$ cat src/logic/bsc_defs.svh
// Purpose: constants for the branch and skip control block
// Assumes: 16-bit instruction words, 8-bit data, word-addressed program counter
// Notes:   opcode matches are mask/value pairs, except the two indirect forms, which match the whole word
`ifndef BSC_DEFS_SVH
`define BSC_DEFS_SVH
// ==========
// opcodes
`define BSC_OP_INDIRECT_JUMP          16'h9409
`define BSC_OP_INDIRECT_ROUTINE       16'h9509
`define BSC_MASK_REG_PAIR             16'hFC00
`define BSC_VAL_COMPARE_SKIP_EQ       16'h1000
`define BSC_VAL_COMPARE_REGS          16'h1400
`define BSC_VAL_COMPARE_CARRY         16'h0400
`define BSC_MASK_IMM                  16'hF000
`define BSC_VAL_COMPARE_IMM           16'h3000
`define BSC_MASK_REG_BIT              16'hFC08
`define BSC_VAL_REG_BIT_SKIP          16'hFC00
`define BSC_MASK_IO_BIT               16'hFD00
`define BSC_VAL_IO_BIT_SKIP           16'h9900
`define BSC_VAL_IO_BIT_WRITE          16'h9800
`define BSC_MASK_FLAG_BRANCH          16'hF800
`define BSC_VAL_FLAG_BRANCH           16'hF000
`define BSC_MASK_LONG_MEM             16'hFC0F
`define BSC_VAL_LONG_MEM              16'h9000
`define BSC_MASK_LONG_FLOW            16'hFE0C
`define BSC_VAL_LONG_FLOW             16'h940C
// ==========
// status flag positions
`define BSC_FLAG_C                    0
`define BSC_FLAG_Z                    1
`define BSC_FLAG_N                    2
`define BSC_FLAG_V                    3
`define BSC_FLAG_S                    3'd4
`define BSC_FLAG_H                    5
// ==========
// register port map
`define BSC_REG_CTRL                  3'h0
`define BSC_REG_FLAGS                 3'h1
`define BSC_REG_PC_LO                 3'h2
`define BSC_REG_PC_HI                 3'h3
`define BSC_REG_STATUS                3'h4
`define BSC_CTRL_RST                  8'h01
`define BSC_FLAGS_RST                 8'h00
`define BSC_PC_RST                    16'h0000
`define BSC_CTRL_RUN_BIT              0
// ==========
// extra stall cycles beyond the issue cycle, minus one
`define BSC_STALL_ONE                 2'h0
`define BSC_STALL_TWO                 2'h1
`endif

$ cat src/logic/bsc_pkg.sv
// Purpose: shared types for the branch and skip control block
// Assumes: constants live in bsc_defs.svh
// Notes:   one-hot sequencer states
package bsc_pkg;
  typedef enum logic [3:0] {
    BSC_ST_READY   = 4'h1,
    BSC_ST_STALL   = 4'h2,
    BSC_ST_PUSH_LO = 4'h4,
    BSC_ST_PUSH_HI = 4'h8
  } bsc_state_e;
endpackage : bsc_pkg

$ cat src/logic/bsc_cmp_if.sv
// Purpose: operands and flag results between sequencer and comparator
// Assumes: purely combinational path
// Notes:   chain selects the carry-in compare form
`timescale 1ns/1ps
interface bsc_cmp_if;
  logic [7:0] lhs;
  logic [7:0] rhs;
  logic       borrow_in;
  logic       zero_in;
  logic       chain;
  logic       c;
  logic       z;
  logic       n;
  logic       v;
  logic       h;
  modport requester (output lhs, rhs, borrow_in, zero_in, chain, input c, z, n, v, h);
  modport unit      (input lhs, rhs, borrow_in, zero_in, chain, output c, z, n, v, h);
endinterface : bsc_cmp_if

$ cat src/logic/bsc_cmp.sv
// Purpose: subtract-only comparator producing flag values
// Assumes: difference itself is never stored
// Notes:   chained form keeps zero only if it was already set
`timescale 1ns/1ps
module bsc_cmp (
  bsc_cmp_if.unit cmp
);
  logic [7:0] diff;
  always_comb
  begin
    diff  = cmp.lhs - cmp.rhs - {7'h00, cmp.borrow_in};
    cmp.h = (~cmp.lhs[3] & cmp.rhs[3]) | (cmp.rhs[3] & diff[3]) | (diff[3] & ~cmp.lhs[3]);
    cmp.c = (~cmp.lhs[7] & cmp.rhs[7]) | (cmp.rhs[7] & diff[7]) | (diff[7] & ~cmp.lhs[7]);
    cmp.v = (cmp.lhs[7] & ~cmp.rhs[7] & ~diff[7]) | (~cmp.lhs[7] & cmp.rhs[7] & diff[7]);
    cmp.n = diff[7];
    // chained form keeps a nonzero low byte visible
    cmp.z = (diff == 8'h00) & (~cmp.chain | cmp.zero_in);
  end
endmodule : bsc_cmp

$ cat src/logic/bsc_len.sv
// Purpose: tells whether an instruction word opens a two-word instruction
// Assumes: only long memory access and long jump/call forms are two words
// Notes:   used to size a skip
`timescale 1ns/1ps
`include "bsc_defs.svh"
module bsc_len (
  input  wire logic [15:0] word_in,
  output logic             two_word_out
);
  assign two_word_out = ((word_in & `BSC_MASK_LONG_MEM) == `BSC_VAL_LONG_MEM)
                      | ((word_in & `BSC_MASK_LONG_FLOW) == `BSC_VAL_LONG_FLOW);
endmodule : bsc_len

$ cat src/logic/bsc_core.sv
// Purpose: control-flow execution: indirect jump/call, compares, skips,
//          flag branches, single-bit I/O set and clear
// Assumes: operands and I/O read data arrive in the issue cycle from
//          same-clock logic; other instructions just advance the pc by one
// Notes:   issue is a valid/ready handshake; multi-cycle forms drop ready
`timescale 1ns/1ps
`include "bsc_defs.svh"
//
// Contract
// - indirect jump loads Z, flags kept, two cycles
// - indirect call pushes return, loads Z, four cycles
// - equal registers skip next, one to three cycles
// - compares set Z N V C H only
// - register bit skip on clear or set
// - I/O bit skip on clear or set
// - flag branch on selected bit polarity
// - signed branches use N xor V
// - unsigned branches use carry
// - carry branches on carry polarity
// - half-carry branches on H polarity
// - transfer-bit branches on T polarity
// - overflow branches on V polarity
// - interrupt-state branches on I polarity
// - I/O bit set or clear, two cycles
module bsc_core
  import bsc_pkg::*;
(
  input  wire logic        sys_clk_in,
  input  wire logic        reset_n_in,
  input  wire logic [2:0]  reg_addr_in,
  input  wire logic [7:0]  reg_wdata_in,
  input  wire logic        reg_wr_in,
  input  wire logic        reg_rd_in,
  output logic      [7:0]  reg_rdata_out,
  input  wire logic        instr_valid_in,
  input  wire logic [15:0] instr_in,
  input  wire logic [15:0] instr_next_in,
  output logic             instr_ready_out,
  output logic      [4:0]  rd_sel_out,
  output logic      [4:0]  rr_sel_out,
  input  wire logic [7:0]  rd_data_in,
  input  wire logic [7:0]  rr_data_in,
  input  wire logic [15:0] z_ptr_in,
  output logic      [4:0]  io_addr_out,
  input  wire logic [7:0]  io_rdata_in,
  output logic      [7:0]  io_wdata_out,
  output logic             io_we_out,
  output logic             push_out,
  output logic      [7:0]  push_data_out,
  input  wire logic        flags_load_in,
  input  wire logic [7:0]  flags_data_in,
  output logic      [7:0]  status_flags_out,
  output logic      [15:0] pc_out,
  output logic             redirect_out
);
  // ==========
  // state
  bsc_state_e  state_q, state_d;
  logic [1:0]  stall_q, stall_d;
  logic [15:0] pc_q, pc_d;
  logic [15:0] ret_q, ret_d;
  logic [7:0]  status_flags_register_q, status_flags_register_d;
  logic [7:0]  ctrl_q, ctrl_d;
  logic [7:0]  rdata_q, rdata_d;
  logic [7:0]  io_wdata_q, io_wdata_d;
  logic [4:0]  io_addr_q, io_addr_d;
  logic        io_we_q, io_we_d;
  logic        push_q, push_d;
  logic [7:0]  push_data_q, push_data_d;
  logic        redirect_q, redirect_d;
  logic        taken_q, taken_d;
  logic        skip_q, skip_d;

  // ==========
  // decode
  logic        issue;
  logic        is_ijump, is_indirect_routine_invoke, is_compare_then_skip_equal, is_cp, is_cpc, is_cpi;
  logic        is_rbit, is_iobit, is_iowr, is_branch;
  logic        next_two;
  logic        cond_bit;
  logic        skip_cond;
  logic [7:0]  bit_mask;
  logic [15:0] pc_inc;
  logic [15:0] br_offset;

  bsc_cmp_if cmp_bus ();

  bsc_cmp u_cmp (
    .cmp (cmp_bus)
  );

  bsc_len u_len (
    .word_in      (instr_next_in),
    .two_word_out (next_two)
  );

  assign instr_ready_out = ctrl_q[`BSC_CTRL_RUN_BIT] & (state_q == BSC_ST_READY);
  assign issue           = instr_ready_out & instr_valid_in;

  always_comb
  begin
    is_ijump  = instr_in == `BSC_OP_INDIRECT_JUMP;
    is_indirect_routine_invoke  = instr_in == `BSC_OP_INDIRECT_ROUTINE;
    is_compare_then_skip_equal   = (instr_in & `BSC_MASK_REG_PAIR) == `BSC_VAL_COMPARE_SKIP_EQ;
    is_cp     = (instr_in & `BSC_MASK_REG_PAIR) == `BSC_VAL_COMPARE_REGS;
    is_cpc    = (instr_in & `BSC_MASK_REG_PAIR) == `BSC_VAL_COMPARE_CARRY;
    is_cpi    = (instr_in & `BSC_MASK_IMM) == `BSC_VAL_COMPARE_IMM;
    is_rbit   = (instr_in & `BSC_MASK_REG_BIT) == `BSC_VAL_REG_BIT_SKIP;
    is_iobit  = (instr_in & `BSC_MASK_IO_BIT) == `BSC_VAL_IO_BIT_SKIP;
    is_iowr   = (instr_in & `BSC_MASK_IO_BIT) == `BSC_VAL_IO_BIT_WRITE;
    is_branch = (instr_in & `BSC_MASK_FLAG_BRANCH) == `BSC_VAL_FLAG_BRANCH;
  end

  // immediate compare reaches only the upper sixteen registers
  assign rd_sel_out  = is_cpi ? {1'b1, instr_in[7:4]} : instr_in[8:4];
  assign rr_sel_out  = {instr_in[9], instr_in[3:0]};
  assign io_addr_out = (state_q == BSC_ST_READY) ? instr_in[7:3] : io_addr_q;
  assign bit_mask    = 8'h01 << instr_in[2:0];
  assign pc_inc      = pc_q + 16'h0001;
  assign br_offset   = {{9{instr_in[9]}}, instr_in[9:3]};

  // s = 4 is evaluated as N xor V, since compares leave S alone
  always_comb
  begin
    if (instr_in[2:0] == `BSC_FLAG_S)
      cond_bit = status_flags_register_q[`BSC_FLAG_N]
               ^ status_flags_register_q[`BSC_FLAG_V];
    else
      cond_bit = status_flags_register_q[instr_in[2:0]];
  end

  always_comb
  begin
    skip_cond = 1'b0;
    if (is_compare_then_skip_equal)
      skip_cond = rd_data_in == rr_data_in;
    else if (is_rbit)
      skip_cond = rd_data_in[instr_in[2:0]] == instr_in[9];
    else if (is_iobit)
      skip_cond = io_rdata_in[instr_in[2:0]] == instr_in[9];
  end

  always_comb
  begin
    cmp_bus.lhs       = rd_data_in;
    cmp_bus.rhs       = is_cpi ? {instr_in[11:8], instr_in[3:0]} : rr_data_in;
    cmp_bus.borrow_in = is_cpc & status_flags_register_q[`BSC_FLAG_C];
    cmp_bus.zero_in   = status_flags_register_q[`BSC_FLAG_Z];
    cmp_bus.chain     = is_cpc;
  end

  // ==========
  // sequencer and datapath next values
  always_comb
  begin
    state_d                 = state_q;
    stall_d                 = stall_q;
    pc_d                    = pc_q;
    ret_d                   = ret_q;
    status_flags_register_d = status_flags_register_q;
    ctrl_d                  = ctrl_q;
    io_wdata_d              = io_wdata_q;
    io_addr_d               = io_addr_q;
    io_we_d                 = 1'b0;
    push_d                  = 1'b0;
    push_data_d             = push_data_q;
    redirect_d              = 1'b0;
    taken_d                 = taken_q;
    skip_d                  = skip_q;

    // lowest priority: software, then the surrounding core, then compares
    if (reg_wr_in && reg_addr_in == `BSC_REG_FLAGS)
      status_flags_register_d = reg_wdata_in;
    if (flags_load_in)
      status_flags_register_d = flags_data_in;
    if (reg_wr_in && reg_addr_in == `BSC_REG_CTRL)
      ctrl_d = reg_wdata_in;
    if (reg_wr_in && reg_addr_in == `BSC_REG_PC_LO)
      pc_d[7:0] = reg_wdata_in;
    if (reg_wr_in && reg_addr_in == `BSC_REG_PC_HI)
      pc_d[15:8] = reg_wdata_in;

    case (state_q)
      BSC_ST_READY:
      begin
        if (issue)
        begin
          pc_d    = pc_inc;
          taken_d = 1'b0;
          skip_d  = 1'b0;
          if (is_ijump)
          begin
            pc_d       = z_ptr_in;
            redirect_d = 1'b1;
            state_d    = BSC_ST_STALL;
            stall_d    = `BSC_STALL_ONE;
          end
          else if (is_indirect_routine_invoke)
          begin
            pc_d        = z_ptr_in;
            ret_d       = pc_inc;
            redirect_d  = 1'b1;
            push_d      = 1'b1;
            push_data_d = pc_inc[7:0];
            state_d     = BSC_ST_PUSH_LO;
          end
          else if (is_cp || is_cpc || is_cpi)
          begin
            status_flags_register_d[`BSC_FLAG_C] = cmp_bus.c;
            status_flags_register_d[`BSC_FLAG_Z] = cmp_bus.z;
            status_flags_register_d[`BSC_FLAG_N] = cmp_bus.n;
            status_flags_register_d[`BSC_FLAG_V] = cmp_bus.v;
            status_flags_register_d[`BSC_FLAG_H] = cmp_bus.h;
          end
          else if ((is_compare_then_skip_equal || is_rbit || is_iobit) && skip_cond)
          begin
            skip_d     = 1'b1;
            redirect_d = 1'b1;
            state_d    = BSC_ST_STALL;
            // skipping a two-word instruction costs one more cycle
            if (next_two)
            begin
              pc_d    = pc_q + 16'h0003;
              stall_d = `BSC_STALL_TWO;
            end
            else
            begin
              pc_d    = pc_q + 16'h0002;
              stall_d = `BSC_STALL_ONE;
            end
          end
          else if (is_branch && (cond_bit ^ instr_in[10]))
          begin
            pc_d       = pc_inc + br_offset;
            taken_d    = 1'b1;
            redirect_d = 1'b1;
            state_d    = BSC_ST_STALL;
            stall_d    = `BSC_STALL_ONE;
          end
          else if (is_iowr)
          begin
            // whole-byte rewrite: set flags of clear-on-one bits get cleared
            io_addr_d  = instr_in[7:3];
            io_wdata_d = instr_in[9] ? (io_rdata_in | bit_mask)
                                     : (io_rdata_in & ~bit_mask);
            io_we_d    = 1'b1;
            state_d    = BSC_ST_STALL;
            stall_d    = `BSC_STALL_ONE;
          end
        end
      end
      BSC_ST_PUSH_LO:
      begin
        push_d      = 1'b1;
        push_data_d = ret_q[15:8];
        state_d     = BSC_ST_PUSH_HI;
      end
      BSC_ST_PUSH_HI:
      begin
        state_d = BSC_ST_STALL;
        stall_d = `BSC_STALL_ONE;
      end
      BSC_ST_STALL:
      begin
        if (stall_q == `BSC_STALL_ONE)
          state_d = BSC_ST_READY;
        else
          stall_d = stall_q - 2'h1;
      end
      default:
      begin
        state_d = BSC_ST_READY;
      end
    endcase
  end

  // ==========
  // register port read
  always_comb
  begin
    rdata_d = 8'h00;
    if (reg_rd_in)
    begin
      case (reg_addr_in)
        `BSC_REG_CTRL:   rdata_d = ctrl_q;
        `BSC_REG_FLAGS:  rdata_d = status_flags_register_q;
        `BSC_REG_PC_LO:  rdata_d = pc_q[7:0];
        `BSC_REG_PC_HI:  rdata_d = pc_q[15:8];
        `BSC_REG_STATUS: rdata_d = {5'h00, skip_q, taken_q, state_q != BSC_ST_READY};
        default:         rdata_d = 8'h00;
      endcase
    end
  end

  // ==========
  // registers
  always_ff @(posedge sys_clk_in or negedge reset_n_in)
  begin
    if (!reset_n_in)
    begin
      state_q                 <= BSC_ST_READY;
      stall_q                 <= `BSC_STALL_ONE;
      pc_q                    <= `BSC_PC_RST;
      ret_q                   <= `BSC_PC_RST;
      status_flags_register_q <= `BSC_FLAGS_RST;
      ctrl_q                  <= `BSC_CTRL_RST;
      rdata_q                 <= 8'h00;
      io_wdata_q              <= 8'h00;
      io_addr_q               <= 5'h00;
      io_we_q                 <= 1'b0;
      push_q                  <= 1'b0;
      push_data_q             <= 8'h00;
      redirect_q              <= 1'b0;
      taken_q                 <= 1'b0;
      skip_q                  <= 1'b0;
    end
    else
    begin
      state_q                 <= state_d;
      stall_q                 <= stall_d;
      pc_q                    <= pc_d;
      ret_q                   <= ret_d;
      status_flags_register_q <= status_flags_register_d;
      ctrl_q                  <= ctrl_d;
      rdata_q                 <= rdata_d;
      io_wdata_q              <= io_wdata_d;
      io_addr_q               <= io_addr_d;
      io_we_q                 <= io_we_d;
      push_q                  <= push_d;
      push_data_q             <= push_data_d;
      redirect_q              <= redirect_d;
      taken_q                 <= taken_d;
      skip_q                  <= skip_d;
    end
  end

  assign reg_rdata_out    = rdata_q;
  assign io_wdata_out     = io_wdata_q;
  assign io_we_out        = io_we_q;
  assign push_out         = push_q;
  assign push_data_out    = push_data_q;
  assign status_flags_out = status_flags_register_q;
  assign pc_out           = pc_q;
  assign redirect_out     = redirect_q;
endmodule : bsc_core

$ cat config.mk
export PLATFORM = sky130hd
export DESIGN_NAME = bsc_core
export DESIGN_NICKNAME = d
export VERILOG_FILES = /design/src/logic/bsc_pkg.sv /design/src/logic/bsc_cmp_if.sv /design/src/logic/bsc_cmp.sv /design/src/logic/bsc_len.sv /design/src/logic/bsc_core.sv
export VERILOG_INCLUDE_DIRS = /design/src /design/src/logic
export SDC_FILE = /design/constraint.sdc
export NUM_CORES = 1
export LEC_CHECK = 0
export BUFFER_PORTS_ARGS = -buffer_cell sky130_fd_sc_hd__buf_2
export CAP_MARGIN = 30
export CORE_MARGIN = 4
export CORE_UTILIZATION = 56
export CTS_BUF_LIST = sky130_fd_sc_hd__clkbuf_16
export CTS_CLUSTER_DIAMETER = 200
export CTS_CLUSTER_SIZE = 40
export DETAILED_ROUTE_END_ITERATION = 16
export PLACE_DENSITY = 0.94
export SKIP_LAST_GASP = 1
export SYNTH_ARGS = -nofsm -noshare
export SYNTH_HDL_FRONTEND = slang
export SYNTH_SLANG_ARGS = --single-unit
$ cat constraint.sdc
create_clock -name sys_clk_in -period 5 [get_ports sys_clk_in]
set_input_delay 0.5 -clock sys_clk_in [delete_from_list [all_inputs] [get_ports sys_clk_in]]
set_output_delay 0.5 -clock sys_clk_in [all_outputs]
set_load 0.03 [all_outputs]
==> results.toml <==
[sta]
max_slew_margin = 0.384
setup_viol = 0
fin_crit_sh = 0.823
hold_viol = 0
setup-tns-final_ns = 0
rsz0062_at_grt = "no"
fin_worst_skew_ns = 0.00802
drv_slew = 0
fmax_mhz = 243
period_minus_slack_ns = 4.11
worstMarginPinSlew_ns = 0.925

[grt]
grt_usage = 0.313
grt_pass1_wl_um = 36100
grt_max_degree = 56
grt_pass1_vias = 7051
antenna_found_initial = 1
overflow = 0

[setup_path]
start_kind = "flop"
cp_max_fo = 9
cp_top_family = "compound AO/OA/AOI/OAI gates"
worstPathRequired_ns = 5.29
rrSetupSlack_ns = 0.89
worstSetupPathType = "reg -> reg"
endpoint_kind = "flop"
r2r.worst_path.cells = 13
cp_cell_sequence = "and3_1, and3_1, nand4_1, xnor2_1, ha_1, a21oi_1, o21bai_1, a221o_1, o41ai_1, nor2b_1, o211ai_1, o2111ai_1, o211a_1"
worst_path_max_delay_cell = "dfrtp_1"
cp.arrival_ns = 4.40
cpPeakStageDelay_ns = 0.58
crit_top_cell = "and3_1"
cp.depth = 13
crit_buf_inv = 0

[placement]
gp_congestion = 1.01
place.port_buffers = 158
dp_hpwl_um = 16900

[logic_synthesis]
syn_inst = 818
netlist_top_cells_area = "dfrtp_1 (28%), mux2i_1 (6.3%), ha_1 (6.1%)"
synth-edff-count = 0
ys_types = 74
syn-num-nets = 952
synth.avg_cell_area_um2 = 8.54
synth_flop_cell = "dfrtp_1"
synth-seq-cells = 80
async_reset_ff_frac = 1.00
ys_warn_count = 0
syn_area_um2 = 6980
yosys.area.top_type_share = 0.279
yosysTopAreaCell = "dfrtp_1"
ys_seq_area_frac = 0.287

[routing]
drc = 0
vias = 7156
first_iter_violations = 812
first_pass_iters = 7
wl_per_cell_um = 20.4
routed_via_density = 6.41
ant_nets = 0
drt_wl_total_um = 22700

[cts]
cts_tree = "built"
cts_resized = 0
cts_buffers = 9
clkSlewWorstSetupHoldPaths_ns = 0.07
post_cts.repair.setup_buffers = 0
root_buffer = "clkbuf_16"
cts_hold_buf = 0
clk_path_buf_depth = 2
htree_levels = 3
clk_latency_ns = 0.35
cts.sinks = 80

[final_layout]
nets = 1077
final_common_cell = "buf_2"
final_util = 0.673
antenna_cells = 0
final_cell_mix = "buf_2 (157), nand2_1 (89), dfrtp_1 (78), nor2_1 (62), o21ai_0 (56)"
drive_gt1_frac = 0.255
syn_to_final_growth_pct = 16.7

[power_and_ir_drop]
switching_power_mw = 1.58
p_comb_frac = 0.520
cellPowerDensity_nw_per_um2 = 420
clock_power_share = 0.211
p_int_mw = 1.85
p_leak_nw = 3.73
vdd_drop_max_uv = 184
switching_share = 0.461
pwr-share-seq = 0.269

[floorplanning]
row_count = 40
io_pins = 164
die_w_um = 120
die_y_um = 120
core_um2 = 12100
design.die.area_um2 = 14300
start_util = 0.577

[outcome]
outcome = "complete, no violations"

[min_path]
hp-class = "in -> async"

[run]
maxCapViolations = 0
==> power by group through the flow <==
stage / clock, mW / combinational, mW / sequential (mW)
finish: 0.721 / 1.78 / 0.922
global route: 0.752 / 1.92 / 0.926
CTS: 0.723 / 1.72 / 0.907
detailed placement: 0 / 1.70 / 0.916
global placement: 0 / 1.64 / 0.913
floorplan: 0 / 1.19 / 0.936
==> layer usage <==
layer  routed length, um  GRT usage  vias to the layer above
met5                   8          0                        -
met4                1170      0.142                        2
met3                2510     0.0853                      129
met2               10300      0.506                      489
met1                8780      0.393                     3331
li1                    -          -                     3205
==> logic make-up after synthesis <==
| family | Yosys count | synth area share |
|---|---|---|
| adder cells (fa/ha/maj) | 37 | 0.0695 |
| AND/OR/NAND/NOR | 260 | 0.182 |
| multiplexers | 83 | 0.134 |
| XOR/XNOR | 50 | 0.0627 |
| buffers and inverters | 98 | 0.0616 |
| flip-flops | 80 | 0.287 |
| AO/OA/AOI/OAI | 210 | 0.204 |
==> path summary, 6_finish.rpt <==
check | to | from
min in group sys_clk_in | status_flags_out[4]$_DFFE_PN0P_ | flags_data_in[4]
min reg2reg | io_wdata_out[0]$_DFFE_PN0P_ | io_wdata_out[0]$_DFFE_PN0P_
max | pc_out[12]$_DFF_PN0_ | pc_out[7]$_DFF_PN0_
max in group asynchronous | state_q[0]$_DFFE_PN1P_ | reset_n_in
max reg2reg | pc_out[12]$_DFF_PN0_ | pc_out[7]$_DFF_PN0_
min | redirect_out$_DFF_PN0_ | reset_n_in
==> flip-flops by register name, summed over array words and instances, names as in the netlist, 2 cells and up <==
name and cells:
push_data_out 8, ctrl_q 8, stall_q 2, state_q 4, reg_rdata_out 8, ret_q 8, status_flags_out 8, io_addr_q 5
io_wdata_out 8, pc_out 16
==> synthesized netlist by cell type, types with 7 or more instances <==
cell,n
a31oi_1,8
o22a_1,8
clkbuf_1,33
a21o_1,8
xnor2_1,31
o21bai_1,10
buf_2,7
mux2i_1,44
and2_1,7
nor2_1,62
nand2b_1,9
o21ai_0,56
a21oi_1,37
xor2_1,19
ha_1,34
nand3_1,15
and3_1,12
dfrtp_1,78
o22ai_1,14
inv_1,43
buf_4,10
nor2b_1,8
nor3_1,12
a221oi_1,8
a22oi_1,9
nand4_1,9
nand2_1,89
mux2_2,34
==> stage by stage <==
stage	setup WS, ns	hold slack [ns]	cell area (um2)	power [mW]	std cells
after floorplan	1.23	0.204	6980	2.13	818
after global placement	1.06	0.460	7800	2.56	1099
after detailed placement	0.885	0.436	7830	2.61	1100
after CTS	1.14	0.0742	8150	3.35	1116
after global routing	0.744	0.0947	8150	3.60	1116
final	0.885	0.0584	8150	3.42	1116
==> layout make-up <==
type,count,area [um2]
Clock buffer,9,225
Timing Repair Buffer,169,896
Tap cell,168,210
Clock inverter,7,96.3
Inverter,43,161
Sequential cell,80,2000
Fill cell,981,3960
Multi-Input combinational cell,640,4560
Power figures use the tool's default switching activity.
